`config.mk`:
```
export PLATFORM = sky130hd
export DESIGN_NAME = cbbc_core
export DESIGN_NICKNAME = d
export VERILOG_FILES = /design/src/inc/cbbc_pkg.sv /design/src/cbbc_qgen.sv /design/src/cbbc_core.sv
export VERILOG_INCLUDE_DIRS = /design/src /design/src/inc
export SDC_FILE = /design/constraint.sdc
export NUM_CORES = 1
export LEC_CHECK = 0
export BUFFER_PORTS_ARGS = -buffer_cell sky130_fd_sc_hd__buf_2
export CAP_MARGIN = 20
export CORE_ASPECT_RATIO = 1.75
export CORE_MARGIN = 5
export CORE_UTILIZATION = 35
export DETAILED_ROUTE_END_ITERATION = 7
export PLACE_DENSITY = 0.53
export RECOVER_POWER = 25
export SYNTH_ARGS = -nofsm -noshare
export SYNTH_HDL_FRONTEND = slang
export SYNTH_SLANG_ARGS = --single-unit
```
`constraint.sdc`:
```
create_clock -name i_mclk -period 6.1 [get_ports i_mclk]
set_input_delay 1.22 -clock i_mclk [delete_from_list [all_inputs] [get_ports i_mclk]]
set_output_delay 1.22 -clock i_mclk [all_outputs]
set_load 0.02 [all_outputs]
```
`src/inc/cbbc_defines.svh`:
```
/*
 * Constants for the carry branch and bit clear execution block:
 * register offsets, field positions, reset values, opcodes and bus responses.
 * Assumes it is included by bare name from design and bench files.
 */
`ifndef CBBC_DEFINES_SVH
`define CBBC_DEFINES_SVH

// ==========================================================
// Register offsets (byte addresses, one word each)
`define CBBC_OFF_CTRL 12'h000
`define CBBC_OFF_BANK 12'h004
`define CBBC_OFF_IDXB 12'h008
`define CBBC_OFF_STAT 12'h00C
`define CBBC_OFF_CCNT 12'h010

// ==========================================================
// Field positions
`define CBBC_CTRL_EXT_BIT 0
`define CBBC_STAT_NOP_BIT 0
`define CBBC_STAT_CARRY_BIT 1
`define CBBC_STAT_TCNT_LSB 16

// ==========================================================
// Reset values
`define CBBC_RST_CTRL 1'h0
`define CBBC_RST_BANK 4'h0
`define CBBC_RST_IDXB 12'h000

// ==========================================================
// Instruction encoding
`define CBBC_OP_BRC 8'hE2
`define CBBC_OP_CLR 4'h9
`define CBBC_IDX_MAX 8'h5F
`define CBBC_ACC_SPLIT 8'h80
`define CBBC_ACC_HI_PAGE 4'hF
`define CBBC_PC_STEP 21'h00_0002

// ==========================================================
// Bus answers
`define CBBC_RESP_OKAY 2'h0
`define CBBC_RESP_SLVERR 2'h2

`endif

```
`src/inc/cbbc_pkg.sv`:
```
/*
 * Types for the carry branch and bit clear execution block.
 * Assumes nothing beyond a SystemVerilog compiler.
 */
`default_nettype none

package cbbc_pkg;
   // ==========================================================
   // Quarter-cycle phase, one-hot
   typedef enum logic [3:0] {
      CBBC_Q1 = 4'b0001,
      CBBC_Q2 = 4'b0010,
      CBBC_Q3 = 4'b0100,
      CBBC_Q4 = 4'b1000
   } cbbc_phase_t;

   // ==========================================================
   // Execution state, one-hot
   typedef enum logic [1:0] {
      CBBC_ST_EXEC = 2'b01,  // Normal instruction cycle
      CBBC_ST_NOP = 2'b10    // Forced idle cycle after a taken branch
   } cbbc_state_t;
endpackage

`default_nettype wire

```
`src/cbbc_qgen.sv`:
```
/*
 * Quarter-cycle phase generator: four clocks make one instruction cycle.
 * Assumes a free running clock and a synchronous active high reset.
 */
`default_nettype none

module cbbc_qgen (
   input wire logic i_mclk,
   input wire logic i_sys_rst,
   output cbbc_pkg::cbbc_phase_t o_phase
);
   // ==========================================================
   // Phase rotation
   cbbc_pkg::cbbc_phase_t phase_r;  // Current quarter
   cbbc_pkg::cbbc_phase_t phase_nxt;  // Next quarter

   // Rotate one-hot through Q1..Q4
   always_comb begin
      case (phase_r)
         cbbc_pkg::CBBC_Q1: phase_nxt = cbbc_pkg::CBBC_Q2;
         cbbc_pkg::CBBC_Q2: phase_nxt = cbbc_pkg::CBBC_Q3;
         cbbc_pkg::CBBC_Q3: phase_nxt = cbbc_pkg::CBBC_Q4;
         default: phase_nxt = cbbc_pkg::CBBC_Q1;  // Also recovers bad codes
      endcase
   end

   // Phase register
   always_ff @(posedge i_mclk) begin
      if (i_sys_rst) begin
         phase_r <= cbbc_pkg::CBBC_Q1;
      end else begin
         phase_r <= phase_nxt;
      end
   end

   assign o_phase = phase_r;
endmodule

`default_nettype wire

```
`src/cbbc_core.sv`:
```
/*
 * Execution block for the carry branch and the register bit clear,
 * with an AXI4-Lite register slave for mode, bank and status.
 * Assumes the fetch unit presents the word and its address at Q1,
 * and data memory answers combinationally to the address it is given.
 */
// The implementer's own choices: the address map and the AXI4-Lite interface to the registers.
`include "cbbc_defines.svh"
`default_nettype none

module cbbc_core #(
   parameter int PC_W = 21,
   parameter int DA_W = 12
) (
   input wire logic i_mclk,
   input wire logic i_sys_rst,
   // Fetch side
   input wire logic [15:0] i_instr,
   input wire logic [PC_W-1:0] i_pc,
   input wire logic i_carry,
   output logic o_pc_load,
   output logic [PC_W-1:0] o_pc_value,
   output logic o_flush,
   // Data memory side
   output logic [DA_W-1:0] o_dm_addr,
   output logic o_dm_rd,
   input wire logic [7:0] i_dm_rdata,
   output logic o_dm_wr,
   output logic [7:0] o_dm_wdata,
   // AXI4-Lite slave
   input wire logic [11:0] i_awaddr,
   input wire logic i_awvalid,
   output logic o_awready,
   input wire logic [31:0] i_wdata,
   input wire logic [3:0] i_wstrb,
   input wire logic i_wvalid,
   output logic o_wready,
   output logic [1:0] o_bresp,
   output logic o_bvalid,
   input wire logic i_bready,
   input wire logic [11:0] i_araddr,
   input wire logic i_arvalid,
   output logic o_arready,
   output logic [31:0] o_rdata,
   output logic [1:0] o_rresp,
   output logic o_rvalid,
   input wire logic i_rready
);
   // ==========================================================
   // Phase and state
   cbbc_pkg::cbbc_phase_t phase;  // Current quarter
   cbbc_pkg::cbbc_state_t st_r;  // Execution state
   logic [15:0] ir_r;  // Latched instruction word
   logic [PC_W-1:0] pc_r;  // Address of the latched word
   logic carry_r;  // Carry sampled in Q3
   logic [7:0] mod_r;  // Modified register value
   logic ext_en_r;  // Extended instruction set enable
   logic [3:0] bank_r;  // Bank selection register
   logic [DA_W-1:0] idx_base_r;  // Base for indexed literal offset
   logic [15:0] taken_cnt_r;  // Taken branches
   logic [15:0] clr_cnt_r;  // Executed bit clears

   cbbc_qgen u_qgen (
      .i_mclk(i_mclk),
      .i_sys_rst(i_sys_rst),
      .o_phase(phase)
   );

   // ==========================================================
   // Decode
   logic is_brc;  // Carry branch word
   logic is_clr;  // Bit clear word
   logic [2:0] bsel;  // Bit number b
   logic acc_a;  // Access bit a
   logic [7:0] fadr;  // File address f
   logic [PC_W-1:0] br_target;  // Branch destination
   logic [DA_W-1:0] op_addr;  // Resolved operand address
   logic exec_q;  // Working cycle, not the idle one

   assign is_brc = (ir_r[15:8] == `CBBC_OP_BRC);
   assign is_clr = (ir_r[15:12] == `CBBC_OP_CLR);
   assign bsel = ir_r[11:9];
   assign acc_a = ir_r[8];
   assign fadr = ir_r[7:0];
   assign exec_q = (st_r == cbbc_pkg::CBBC_ST_EXEC);
   // Sign extended offset doubled; the add wraps at the PC width
   assign br_target = PC_W'(pc_r + `CBBC_PC_STEP + PC_W'({{(PC_W-9){ir_r[7]}}, ir_r[7:0], 1'b0}));

   // Operand address: indexed, access bank or banked
   always_comb begin
      if (!acc_a && ext_en_r && (fadr <= `CBBC_IDX_MAX)) begin
         op_addr = DA_W'(idx_base_r + DA_W'(fadr));
      end else if (!acc_a) begin
         // Low half maps to page 0, high half to the top page
         op_addr = (fadr < `CBBC_ACC_SPLIT) ? DA_W'(fadr)
                 : DA_W'({`CBBC_ACC_HI_PAGE, fadr});
      end else begin
         op_addr = DA_W'({bank_r, fadr});
      end
   end

   // ==========================================================
   // Instruction latch and state
   // Word fetched during the idle cycle is the stale one: never latched
   always_ff @(posedge i_mclk) begin
      if (i_sys_rst) begin
         ir_r <= 16'h0000;
         pc_r <= '0;
      end else if (phase == cbbc_pkg::CBBC_Q1 && exec_q) begin
         ir_r <= i_instr;
         pc_r <= i_pc;
      end else if (phase == cbbc_pkg::CBBC_Q1) begin
         ir_r <= 16'h0000;
      end
   end

   // Taken branch enters one idle cycle; otherwise stay executing
   always_ff @(posedge i_mclk) begin
      if (i_sys_rst) begin
         st_r <= cbbc_pkg::CBBC_ST_EXEC;
      end else if (phase == cbbc_pkg::CBBC_Q4) begin
         case (st_r)
            cbbc_pkg::CBBC_ST_EXEC: begin
               if (is_brc && carry_r) begin
                  st_r <= cbbc_pkg::CBBC_ST_NOP;
               end
            end
            default: st_r <= cbbc_pkg::CBBC_ST_EXEC;
         endcase
      end
   end

   // ==========================================================
   // Branch path
   // Carry read while processing data in Q3
   always_ff @(posedge i_mclk) begin
      if (i_sys_rst) begin
         carry_r <= 1'b0;
      end else if (phase == cbbc_pkg::CBBC_Q3) begin
         carry_r <= i_carry;
      end
   end

   // PC write and flush only in Q4 of a taken branch
   always_ff @(posedge i_mclk) begin
      if (i_sys_rst) begin
         o_pc_load <= 1'b0;
         o_flush <= 1'b0;
         o_pc_value <= '0;
      end else begin
         o_pc_load <= (phase == cbbc_pkg::CBBC_Q4) && exec_q && is_brc && carry_r;
         o_flush <= (phase == cbbc_pkg::CBBC_Q4) && exec_q && is_brc && carry_r;
         if ((phase == cbbc_pkg::CBBC_Q4) && exec_q && is_brc && carry_r) begin
            o_pc_value <= br_target;
         end
      end
   end

   // ==========================================================
   // Bit clear path
   // Q2 read, Q3 modify, Q4 write back; flags never touched
   always_ff @(posedge i_mclk) begin
      if (i_sys_rst) begin
         o_dm_rd <= 1'b0;
         o_dm_wr <= 1'b0;
         o_dm_addr <= '0;
         o_dm_wdata <= 8'h00;
         mod_r <= 8'h00;
      end else begin
         o_dm_rd <= (phase == cbbc_pkg::CBBC_Q2) && exec_q && is_clr;
         o_dm_wr <= (phase == cbbc_pkg::CBBC_Q4) && exec_q && is_clr;
         if ((phase == cbbc_pkg::CBBC_Q2) && exec_q && is_clr) begin
            o_dm_addr <= op_addr;
         end
         if (o_dm_rd) begin
            mod_r <= i_dm_rdata & ~(8'h01 << bsel);
         end
         if ((phase == cbbc_pkg::CBBC_Q4) && exec_q && is_clr) begin
            o_dm_wdata <= mod_r;
         end
      end
   end

   // Activity counters for software
   always_ff @(posedge i_mclk) begin
      if (i_sys_rst) begin
         taken_cnt_r <= 16'h0000;
         clr_cnt_r <= 16'h0000;
      end else begin
         if (o_pc_load) begin
            taken_cnt_r <= taken_cnt_r + 16'h0001;
         end
         if (o_dm_wr) begin
            clr_cnt_r <= clr_cnt_r + 16'h0001;
         end
      end
   end

   // ==========================================================
   // AXI4-Lite write channel
   logic [31:0] wmask;  // Byte strobes as bit mask
   logic [31:0] ctrl_val;  // Current control word
   logic [31:0] bank_val;  // Current bank word
   logic [31:0] idxb_val;  // Current index base word
   logic [31:0] ctrl_new;  // Merged control word
   logic [31:0] bank_new;  // Merged bank word
   logic [31:0] idxb_new;  // Merged index base word

   assign wmask = {{8{i_wstrb[3]}}, {8{i_wstrb[2]}}, {8{i_wstrb[1]}}, {8{i_wstrb[0]}}};
   assign ctrl_val = {31'h0000_0000, ext_en_r};
   assign bank_val = {28'h000_0000, bank_r};
   assign idxb_val = {{(32-DA_W){1'b0}}, idx_base_r};
   assign ctrl_new = (ctrl_val & ~wmask) | (i_wdata & wmask);
   assign bank_new = (bank_val & ~wmask) | (i_wdata & wmask);
   assign idxb_new = (idxb_val & ~wmask) | (i_wdata & wmask);

   // Ready pulses once both halves wait; write at their handshake
   always_ff @(posedge i_mclk) begin
      if (i_sys_rst) begin
         o_awready <= 1'b0;
         o_wready <= 1'b0;
         o_bvalid <= 1'b0;
         o_bresp <= `CBBC_RESP_OKAY;
      end else if (o_awready) begin
         o_awready <= 1'b0;
         o_wready <= 1'b0;
         o_bvalid <= 1'b1;
         case (i_awaddr)
            `CBBC_OFF_CTRL, `CBBC_OFF_BANK, `CBBC_OFF_IDXB: o_bresp <= `CBBC_RESP_OKAY;
            `CBBC_OFF_STAT, `CBBC_OFF_CCNT: o_bresp <= `CBBC_RESP_OKAY;  // Read-only, ignored
            default: o_bresp <= `CBBC_RESP_SLVERR;
         endcase
      end else if (o_bvalid) begin
         o_bvalid <= !i_bready;
      end else if (i_awvalid && i_wvalid) begin
         o_awready <= 1'b1;
         o_wready <= 1'b1;
      end
   end

   // Configuration registers steer operand resolution
   always_ff @(posedge i_mclk) begin
      if (i_sys_rst) begin
         ext_en_r <= `CBBC_RST_CTRL;
         bank_r <= `CBBC_RST_BANK;
         idx_base_r <= `CBBC_RST_IDXB;
      end else if (o_awready) begin
         case (i_awaddr)
            `CBBC_OFF_CTRL: ext_en_r <= ctrl_new[`CBBC_CTRL_EXT_BIT];
            `CBBC_OFF_BANK: bank_r <= bank_new[3:0];
            `CBBC_OFF_IDXB: idx_base_r <= idxb_new[DA_W-1:0];
            default: ;  // Nothing stored
         endcase
      end
   end

   // ==========================================================
   // AXI4-Lite read channel
   always_ff @(posedge i_mclk) begin
      if (i_sys_rst) begin
         o_arready <= 1'b0;
         o_rvalid <= 1'b0;
         o_rdata <= 32'h0000_0000;
         o_rresp <= `CBBC_RESP_OKAY;
      end else if (o_arready) begin
         o_arready <= 1'b0;
         o_rvalid <= 1'b1;
         o_rresp <= `CBBC_RESP_OKAY;
         case (i_araddr)
            `CBBC_OFF_CTRL: o_rdata <= ctrl_val;
            `CBBC_OFF_BANK: o_rdata <= bank_val;
            `CBBC_OFF_IDXB: o_rdata <= idxb_val;
            `CBBC_OFF_STAT: o_rdata <= {taken_cnt_r, 14'h0000, carry_r, !exec_q};
            `CBBC_OFF_CCNT: o_rdata <= {16'h0000, clr_cnt_r};
            default: begin
               o_rdata <= 32'h0000_0000;
               o_rresp <= `CBBC_RESP_SLVERR;
            end
         endcase
      end else if (o_rvalid) begin
         o_rvalid <= !i_rready;
      end else if (i_arvalid) begin
         o_arready <= 1'b1;
      end
   end

   logic [7:0] rd_seen_r;  // Value read for the bit clear
   logic [2:0] b_seen_r;  // Bit number of that clear
   always_ff @(posedge i_mclk) begin
      if (i_sys_rst) begin
         rd_seen_r <= 8'h00;
         b_seen_r <= 3'h0;
      end else if (o_dm_rd) begin
         rd_seen_r <= i_dm_rdata;
         b_seen_r <= bsel;
      end
   end
endmodule

`default_nettype wire

```
==> results of run 1 <==
[layout make-up]
cell class                      count  share of cell area
Antenna cell                        2           0.0004883
Inverter                           13            0.004761
Sequential cell                   184              0.3594
Clock inverter                     15             0.01843
Clock buffer                       17             0.04151
Timing Repair Buffer              184             0.08876
Tap cell                          308             0.03760
Multi-Input combinational cell    741              0.4490
[Yosys cell counts, drive strengths merged, types with 21 or more instances]
master and instances:
mux2i 32, nand2 141, xnor2 22, ha 47
nand3 56, dfxtp 184, a21oi 89, o21ai 25
clkbuf 48, xor2 26, nor2 98, a22o 21
[layer usage]
layer | vias to the layer above | share of wire | global-route usage
li1 | 3811 | - | -
met1 | 3481 | 0.39 | 0.1791
met2 | 142 | 0.55 | 0.3321
met3 | 35 | 0.038 | 0.03606
met4 | 0 | 0.024 | 0.06693
met5 | - | 0 | 0
[cells by family after synthesis]
kind of cell               synth area share
buffers and inverters               0.03336
and+or+nand+nor                      0.2221
DFF                                  0.4307
AOI/OAI and AO/OA                    0.1533
other                             0.0004385
muxes                               0.03745
adders and majority gates           0.07345
xor gates and xnor gates            0.04916
[power by group through the flow]
| stage | registers (mW) | clock network [mW] | logic (mW) |
|---|---|---|---|
| after global placement | 1.32 | 0 | 0.455 |
| after CTS | 1.30 | 1.19 | 0.463 |
| final | 1.30 | 1.16 | 0.455 |
| after global routing | 1.30 | 1.24 | 0.514 |
| after floorplan | 1.31 | 0 | 0.322 |
| after detailed placement | 1.33 | 0 | 0.459 |
[path summary, 6_finish.rpt]
path	start	endpoint	cells past startpoint
worst min register to register	o_dm_addr[1]	o_dm_addr[1]	2
worst min-delay path	o_dm_addr[1]	o_dm_addr[1]	2
worst max-delay path	st_r[0]	o_pc_value[17]	6
worst max register to register	st_r[0]	o_pc_value[17]	6
[flip-flops by register name, indices dropped and copies added, names as in the netlist, 2 cells and up, named ones only]
register / cells
pc_r: 21
o_dm_addr: 12
taken_cnt_r: 16
mod_r: 8
ir_r: 16
st_r: 2
o_rdata: 32
u_qgen.o_phase: 4
clr_cnt_r: 16
o_dm_wdata: 8
o_pc_value: 21
[stage by stage]
step           area (um^2)    util
2_1_floorplan         8556       -
3_3_place_gp          9663  0.4022
3_5_place_dp          9663  0.4022
4_1_cts              10280  0.4278
5_1_grt              10250  0.4266
6_report             10250  0.4266
[worst max-delay path: stages, from the launching register on]
cell	delay [ns]
dfxtp_1	0.34
nor2b_1	1.14
nand3_1	0.25
or4_1	0.47
buf_4	0.28
or4_1	0.51
nand3_1	0.09
==> parameters.txt, run 1 <==
Parameter                              Value

Detailed routing
  Via count ... 7469
  WL/cell ... roughly 16 um
  Remaining routing DRC violations ... 0
  Detailed Routing Iterations Pass 1 ... 4
  Remaining antenna violation count ... 0
  Aggregate routed wire length ... roughly 24000 um
  DRT iter0 DRCs ... about 240
  Mean number of vias per cell ... approximately 5

Power and ir drop
  Max IR drop VDD ... between 150 and 200 uV
  Net switching fraction of the power ... 0.2870
  Sequential group share of total power ... 0.446
  Power spent charging and discharging nets ... roughly 0.83 mW
  Leakage dissipation ... between 4 and 5 nW
  Post-layout power ... 2.908 mW
  Power density over the cells ... 283.7 nW/um^2
  Combinational fraction of design power ... 0.156
  Part of the total power dissipated in the clock network ... 0.398
  Int Pwr ... around 2.1 mW

STA
  Setup repair after global routing missed its margin ... no
  Slew of the pin with the lowest slew margin ... between 1 and 1.5 ns
  Final period demand of the worst path ... ~3.1 ns
  Final Worst Setup Slack ... just under 3 ns
  Number of failing setup endpoints in the final timing report ... 0
  Worst clock skew on the final layout ... between 0.008 and 0.009 ns
  Final hold violations ... 0
  Worst slew margin ... 0.009380
  Fmax ... 0.3179 GHz
  Worst hold slack ... ~0.45 ns
  Period utilisation layout ... 0.5156
  Number of max-slew violations in the final report ... 0
  TNS Setup ... 0 ns

Global routing
  Initial antenna violation count ... 2
  First-pass GRT wire length ... approximately 38000 um
  Global route overflow ... 0
  Via count of the first global-routing pass ... roughly 7400
  GR Util All Layers ... 0.1728
  Largest net degree at the start of global routing ... 85

Placement
  Pre-CTS setup slack ... between 2 and 3 ns
  Final Wtd Congestion ... roughly 0.84
  Placed cells ... 1429
  Detailed placement HPWL ... around 18000 um
  Count of buffers from port buffering ... between 150 and 200

Yosys
  Number of distinct standard cells referenced by the synthesized netlist ... 59
  Avg Cell Area, Syn ... roughly 8.6 um^2
  Synth area leaders ... dfxtp_1 (43%), ha_1 (6.9%), nand2_1 (6.2%)
  Post-synthesis instance total ... about 990
  Top flip-flop cell by instance count after synthesis ... dfxtp_1
  Most area-hungry cell type in the Yosys netlist ... dfxtp_1
  Fraction of registers with async set or reset after synthesis ... 0
  Post-synth EDFFs ... 0
  Proportion of netlist area held by the largest area contributor ... 0.4307
  Sequential share of the synthesized area ... 0.4307
  Post-Syn Area ... ~8600 um^2
  Total of flip-flops plus latches after synthesis ... ~180
  Count of warnings emitted by yosys ... 0

Worst setup path
  Data required time of the critical path ... 6.47 ns
  Critical Path End Type ... flop
  Flop-to-flop setup slack ... around 3.0 ns
  Worst setup path class ... flop to flop
  Crit-path max FO ... 42
  Worst endpoint data arrival time ... roughly 3.5 ns
  Kind of launch point of the worst setup path ... flop

Cells and area
  Proportion of layout cells with a drive suffix above 1 ... 0.1698
  Leading cell type in the layout, fill and taps excluded ... dfxtp_1
  Register cell area after layout ... 3684 um^2
  Number of nets in the finished design ... ~1300
  Number of cells in the finished layout apart from fillers ... around 1500
  Synthesis-to-layout area growth ... 19.84%
  Fill cells ... roughly 2600
  Area of the multi-input gates ... 4602 um^2
  Highest-count cells in the layout ignoring fill and taps ... dfxtp_1 (184), buf_2 (142), nand2_1 (141)

Floorplan
  Floorplan die height ... about 220 um
  Number of standard-cell rows in the floorplan ... between 70 and 80
  Boundary Pins ... ~200
  Die outline width ... between 100 and 150 um
  Area enclosed by the die boundary ... between 20000 and 30000 um^2
  Starting Density ... 0.3560
  Core footprint ... ~24000 um^2

Clock network
  Number of buffers inserted for hold repair after clock tree synthesis ... 0
  Buffers inserted by post-CTS timing repair ... 0
  CTS resizes ... 0
  Sinks on the clock net ... around 180
  Clock tree from TritonCTS ... yes
  Source-to-sink clock delay at the later pin of the worst-skew pair ... between 0.4 and 0.5 ns
  Clock tree root buffer cell ... clkbuf_16
  CTS buffer count ... 17
  Clock slew at reported path FFs ... 0.07 ns
  Count of H-tree levels built during CTS ... 4
  Clock tree buffer depth ... 2

Job
  Number of maximum-capacitance violations ... 0

Hold path
  Class of the tightest hold or removal check ... flop to flop

Run status
  Run status ... complete, no violations
No activity file was read; power rests on OpenSTA's default activity.
==> inputs of run 2 (changes only) <==
Clock period 6.1 ns to 3.2 ns, I/O delays scaled along.
==> run 2 against run 1 <==
Largest cell class unchanged. Via count rose by 1.1%. Highest routed layer is now met5. Global-route usage rose by 0.21 points. Critical path depth rose by 2. Largest power group is now the clock network. First-iteration DRC count rose by 23%.
==> parameters.txt, run 2 (synthesized netlist as in run 1, its figures left out) <==
Parameter                              Value

Worst setup path
  Buffers plus inverters on the worst setup path ... 0 (-1)
  Worst setup path class ... flop to flop
  Top cell family by delay on the critical path ... compound AO/OA/AOI/OAI gates
  Kind of launch point of the worst setup path ... flop
  Crit-path max FO ... 10 (-76%)
  Crit path cell chain ... ha_1 > ha_1 > a21oi_1 > nand2_1 > o21ai_0 > o211ai_1 > a211o_1 > o211ai_1
  Critical Path End Type ... flop
  Largest stage delay on the critical path ... 0.60 ns (-0.54 ns)
  Data required time of the critical path ... 3.58 ns (-2.89 ns)
  Critical-path cell with the highest stage delay ... dfxtp_1
  Worst endpoint data arrival time ... 3.22 ns (-0.30 ns)

Cells and area
  Number of cells in the finished layout apart from fillers ... 1471 (+0.48%)
  Proportion of layout cells with a drive suffix above 1 ... 0.1824 (+0.01260)
  Synthesis-to-layout area growth ... 21.59%
  Leading cell type in the layout, fill and taps excluded ... dfxtp_1
  Register with the highest flop count ... o_rdata
  Highest-count cells in the layout ignoring fill and taps ... dfxtp_1 (184), buf_2 (150), nand2_1 (141)
  Largest register FFs ... 32 (unchanged)
  Number of nets in the finished design ... 1311 (+0.61%)
  Largest registers ranked by flip-flop count ... o_rdata: 32 flops, o_pc_value: 21 flops, pc_r: 21 flops

Clock network
  Clock tree from TritonCTS ... yes
  Number of buffers inserted for hold repair after clock tree synthesis ... 0 (unchanged)
  Buffers inserted by post-CTS timing repair ... 0 (unchanged)
  CTS resizes ... 0 (unchanged)
  CTS buffer count ... 17 (unchanged)
  Source-to-sink clock delay at the later pin of the worst-skew pair ... 0.45 ns (+0.02 ns)
  Clock slew at reported path FFs ... 0.07 ns (about the same)
  Clock tree root buffer cell ... clkbuf_16
  Count of H-tree levels built during CTS ... 4 (unchanged)
  Sinks on the clock net ... 184 (unchanged)
  Clock tree buffer depth ... 2 (unchanged)

Power and ir drop
  Power spent charging and discharging nets ... 1.564 mW (+87%)
  Post-layout power ... 5.846 mW (+100%)
  Int Pwr ... 4.283 mW (+110%)
  Combinational fraction of design power ... 0.148 (-0.008)
  Sequential group share of total power ... 0.423 (-0.023)
  Leakage dissipation ... 4.537 nW (+2.8%)
  Max IR drop VDD ... 335.1 uV (+95%)
  Power density over the cells ... 562.2 nW/um^2 (+98%)
  Part of the total power dissipated in the clock network ... 0.429 (+0.031)
  Net switching fraction of the power ... 0.2675 (-0.01957)

Floorplan
  Die outline width ... 128.2 um (unchanged)
  Number of standard-cell rows in the floorplan ... 75 (unchanged)
  Area enclosed by the die boundary ... 27780 um^2 (unchanged)
  Boundary Pins ... 199 (unchanged)
  Core footprint ... 24020 um^2 (unchanged)
  Floorplan die height ... 216.8 um (unchanged)
  Starting Density ... 0.3560 (unchanged)

Global routing
  Met2 Usage GRT ... 0.3289 (-0.003149)
  Largest net degree at the start of global routing ... 69 (-19%)
  GR Util All Layers ... 0.1749 (+0.002055)
  Met1 Use GR ... 0.1837 (+0.004661)
  Initial antenna violation count ... 2 (unchanged)
  First-pass GRT wire length ... 38350 um (+0.54%)
  Global route overflow ... 0 (unchanged)
  Via count of the first global-routing pass ... 7532 (+2.4%)
  Busiest metal layer after global routing ... met2
  Met3 track demand over resource in global routing ... 0.03410 (-0.001963)

STA
  Setup repair after global routing missed its margin ... no
  Fmax ... 0.3517 GHz (+11%)
  Worst hold slack ... 0.4209 ns (-0.02703 ns)
  Slew of the pin with the lowest slew margin ... 1.478 ns (-0.005072 ns)
  Number of max-slew violations in the final report ... 0 (unchanged)
  Worst clock skew on the final layout ... 0.01080 ns (+0.002031 ns)
  TNS Setup ... 0 ns (unchanged)
  Final hold violations ... 0 (unchanged)
  Number of failing setup endpoints in the final timing report ... 0 (unchanged)
  Period utilisation layout ... 0.8886 (+0.3730)
  Final period demand of the worst path ... 2.844 ns (-0.3018 ns)
  Worst slew margin ... 0.01480 (+0.005416)

Placement
  Detailed placement HPWL ... 18480 um (+1.2%)
  Count of buffers from port buffering ... 174 (unchanged)
  Final Wtd Congestion ... 0.8686 (+3.5%)
  Placed cells ... 1437 (+0.56%)

Hold path
  Class of the tightest hold or removal check ... primary input to flop

Detailed routing
  Mean number of vias per cell ... 5.133 (+0.60%)
  Detailed Routing Iterations Pass 1 ... 4 (unchanged)
  Remaining antenna violation count ... 0 (unchanged)
  Aggregate routed wire length ... 24010 um (+0.18%)
  Remaining routing DRC violations ... 0 (unchanged)
  WL/cell ... 16.32 um (-0.29%)
  Via count ... 7550 (+1.1%)
  DRT iter0 DRCs ... 296 (+23%)

Run status
  Run status ... complete, no violations

Job
  Number of maximum-capacitance violations ... 0 (unchanged)
-- run 2: changes by cell type in the layout (fill, tap and decap cells not counted), sizes merged --
cell / previous run / this run
buf: 153 / 165
bufinv: 3 / 7
clkbuf: 48 / 45
clkinv: 1 / 3
clkinvlp: 4 / 1
diode: 2 / 1
inv: 20 / 16
-- run 2: power by group through the flow --
stage | Clock [mW] | Combinational (mW) | Sequential (mW)
floorplan | 0 | 0.614 | 2.50
global placement | 0 | 0.875 | 2.53
detailed placement | 0 | 0.879 | 2.53
CTS | 2.58 | 0.886 | 2.48
global route | 2.66 | 0.983 | 2.49
finish | 2.51 | 0.865 | 2.48
-- run 2: through the flow --
| stage | cell area [um^2] | setup WS (ns) | utilization |
|---|---|---|---|
| 2_1_floorplan | 8556 | 0.5778 | - |
| 3_3_place_gp | 9736 | 0.3728 | 0.4053 |
| 3_5_place_dp | 9736 | 0.3339 | 0.4053 |
| 4_1_cts | 10440 | 0.3231 | 0.4346 |
| 5_1_grt | 10400 | 0.08606 | 0.4329 |
| 6_report | 10400 | 0.3564 | 0.4329 |
-- run 2: worst min-delay path, stage by stage --
cell	delay, ns
buf_2	0.09
nand2_1	0.04
a21oi_1	0.05
-- run 2: worst paths after layout --
kind | start | endpoint | slack [ns] | cells past startpoint
worst max-delay path | ir_r[7] | o_pc_value[18] | 0.36 | 8
worst min-delay path | i_pc[0] | pc_r[0] | 0.42 | 3
worst max register to register | ir_r[7] | o_pc_value[18] | 0.36 | 8
worst min register to register | o_rvalid | o_arready | 0.44 | 1
-- run 2: layout make-up --
| cell class | count | area, um^2 |
|---|---|---|
| antenna | 1 | 2.502 |
| clock buffer | 18 | 439.2 |
| clock inverter | 14 | 266.5 |
| fill | 2463 | 13620 |
| inverter | 13 | 48.80 |
| multi-input combinational | 741 | 4604 |
| sequential | 184 | 3684 |
| tap | 308 | 385.4 |
| timing repair buffer | 192 | 968.4 |
-- run 2: metal layers --
layer  up-vias  wire, um
met4         2       773
met5         -         7
met2       154     13180
met1      3520      9202
met3        42       846
li1       3832         -
==> inputs of run 3 (changes only) <==
Settings changed: CORE_MARGIN 5 to 2, GPL_TIMING_DRIVEN set to 1.
==> run 3 against run 2 <==
The run now ends with max-capacitance violations, max-slew violations left. Core utilization decreased by 0.16 points. Critical path depth decreased by 4. Cell count increased by 0.27%. Count of clock-buffer cells in the layout increased by 1. Non-clock buffer count increased by 4. Clock skew decreased by 0.0022 ns. Sequential power about the same. Routed wire length decreased by 0.87%.
==> parameters.txt, run 3 (synthesized netlist as in run 1, its figures left out) <==
Parameter                              Value

Job
  Number of maximum-capacitance violations ... 1 (+1)

Detailed routing
  DRT iter0 DRCs ... 288 (-2.7%)
  WL/cell ... 16.14 um (-1.1%)
  Remaining routing DRC violations ... 0 (unchanged)
  Remaining antenna violation count ... 0 (unchanged)
  Detailed Routing Iterations Pass 1 ... 4 (unchanged)
  Mean number of vias per cell ... 5.101 (-0.61%)
  Via count ... 7524 (-0.34%)
  Aggregate routed wire length ... 23800 um (-0.87%)

Cells and area
  Register with the highest flop count ... o_rdata
  Leading cell type in the layout, fill and taps excluded ... dfxtp_1
  Synthesis-to-layout area growth ... 21.14%
  Largest register FFs ... 32 (unchanged)
  Fill cells ... 2529 (+2.7%)
  Number of cells in the finished layout apart from fillers ... 1475 (+0.27%)
  Number of nets in the finished design ... 1315 (+0.31%)
  Highest-count cells in the layout ignoring fill and taps ... dfxtp_1 (184), nand2_1 (141), buf_2 (134)
  Largest registers ranked by flip-flop count ... o_rdata: 32 flops, o_pc_value: 21 flops, pc_r: 21 flops
  Proportion of layout cells with a drive suffix above 1 ... 0.1698 (-0.01263)

Worst setup path
  Crit path cell chain ... clkbuf_1 > clkbuf_2 > buf_4 > nor4b_1
  Crit-path max FO ... 39 (+29)
  Critical-path cell with the highest stage delay ... clkbuf_1
  Worst setup path class ... primary input to flop
  Kind of launch point of the worst setup path ... primary input
  Largest stage delay on the critical path ... 1.11 ns (+0.51 ns)
  Worst endpoint data arrival time ... 3.11 ns (-0.11 ns)
  Critical Path End Type ... flop
  Data required time of the critical path ... 3.51 ns (-0.07 ns)

Clock network
  Buffers inserted by post-CTS timing repair ... 0 (unchanged)
  Clock tree buffer depth ... 2 (unchanged)
  CTS buffer count ... 17 (unchanged)
  Count of H-tree levels built during CTS ... 4 (unchanged)
  Sinks on the clock net ... 184 (unchanged)
  CTS resizes ... 0 (unchanged)
  Clock slew at reported path FFs ... 0.07 ns (about the same)
  Clock tree root buffer cell ... clkbuf_16
  Source-to-sink clock delay at the later pin of the worst-skew pair ... 0.44 ns (about the same)
  Clock tree from TritonCTS ... yes
  Number of buffers inserted for hold repair after clock tree synthesis ... 0 (unchanged)

STA
  Slew of the pin with the lowest slew margin ... 1.566 ns (+0.08805 ns)
  Final Worst Setup Slack ... 0.4012 ns (+0.04480 ns)
  Worst clock skew on the final layout ... 0.008623 ns (-0.002174 ns)
  Worst slew margin ... -0.04390 (-0.05870)
  Fmax ... 0.3573 GHz (+1.6%)
  TNS Setup ... 0 ns (unchanged)
  Final hold violations ... 0 (unchanged)
  Final period demand of the worst path ... 2.799 ns (-0.04480 ns)
  Period utilisation layout ... 0.8746 (-0.01400)
  Number of max-slew violations in the final report ... 32 (+32)
  Setup repair after global routing missed its margin ... no
  Number of failing setup endpoints in the final timing report ... 0 (unchanged)

Power and ir drop
  Part of the total power dissipated in the clock network ... 0.414 (-0.015)
  Net switching fraction of the power ... 0.2778 (+0.01037)
  Sequential group share of total power ... 0.433 (+0.010)
  Power spent charging and discharging nets ... 1.589 mW (+1.6%)
  Power density over the cells ... 552.2 nW/um^2 (-1.8%)
  Combinational fraction of design power ... 0.153 (+0.005)
  Int Pwr ... 4.131 mW (-3.5%)
  Leakage dissipation ... 4.461 nW (-1.7%)
  Max IR drop VDD ... 353.9 uV (+5.6%)

Floorplan
  Starting Density ... 0.3560 (unchanged)
  Die outline width ... 122.2 um (-4.7%)
  Core footprint ... 24020 um^2 (unchanged)
  Floorplan die height ... 210.8 um (-2.8%)
  Area enclosed by the die boundary ... 25750 um^2 (-7.3%)
  Number of standard-cell rows in the floorplan ... 75 (unchanged)
  Boundary Pins ... 199 (unchanged)

Global routing
  GR Util All Layers ... 0.1873 (+0.01236)
  Largest net degree at the start of global routing ... 43 (-38%)
  First-pass GRT wire length ... 37610 um (-1.9%)
  Initial antenna violation count ... 2 (unchanged)
  Via count of the first global-routing pass ... 7337 (-2.6%)
  Global route overflow ... 0 (unchanged)

Placement
  Pre-CTS setup slack ... 0.4487 ns (+0.1148 ns)
  Placed cells ... 1442 (+0.35%)
  Count of buffers from port buffering ... 174 (unchanged)
  Detailed placement HPWL ... 18100 um (-2.1%)
  Final Wtd Congestion ... 0.8728 (+0.48%)

Hold path
  Class of the tightest hold or removal check ... primary input to flop

Run status
  Violations in the final reports ... max-capacitance violations, max-slew violations
  Run status ... finished, violations left
-- run 3: area by class of cell --
| type | count | area [um^2] | share of cell area |
|---|---|---|---|
| multi-input cells | 741 | 4604 | 0.4444 |
| flip-flops and latches | 184 | 3684 | 0.3556 |
| repair buffers | 196 | 977.2 | 0.09432 |
| clock buffers | 19 | 442.9 | 0.04275 |
| well taps | 308 | 385.4 | 0.03720 |
| clock inverters | 13 | 215.2 | 0.02077 |
| inverters | 13 | 48.80 | 0.004710 |
| diodes | 1 | 2.502 | 0.0002415 |
-- run 3: routing by layer --
layer / GRT usage / up-vias / wire, um
met5: 0 / - / 11
met4: 0.07214 / 2 / 541
met3: 0.04077 / 38 / 994
met2: 0.3545 / 159 / 12940
met1: 0.1970 / 3480 / 9317
li1: - / 3845 / -
-- run 3: path summary, 6_finish.rpt --
check | from | endpoint | slack (ns) | cells past startpoint
hold reg to reg | o_dm_addr[1] | o_dm_addr[1] | 0.45 | 2
setup reg to reg | ir_r[7] | o_pc_value[17] | 0.41 | 9
hold / removal | i_pc[18] | pc_r[18] | 0.43 | 3
setup / recovery | i_sys_rst | o_arready | 0.40 | 4
-- run 3: critical path: cells and delay by family --
kind,cells,cell delay (ns)
buffers and inverters,3,2.36
and+or+nand+nor,1,0.09
-- run 3: stage by stage --
| step | utilization | power [mW] | cell area (um^2) | hold slack (ns) |
|---|---|---|---|---|
| global placement | 0.4063 | 3.408 | 9761 | 0.4360 |
| global route | 0.4313 | 5.996 | 10360 | 0.4170 |
| detailed placement | 0.4063 | 3.415 | 9761 | 0.4381 |
| floorplan | - | 3.116 | 8556 | 0.4363 |
| finish | 0.4313 | 5.721 | 10360 | 0.4309 |
| CTS | 0.4337 | 5.795 | 10420 | 0.4108 |
-- run 3: power groups by stage --
stage	Sequential (mW)	Combinational (mW)	Clock (mW)
floorplan	2.50	0.614	0
global placement	2.53	0.880	0
detailed placement	2.53	0.885	0
CTS	2.48	0.893	2.42
global route	2.49	1.00	2.51
finish	2.48	0.876	2.37
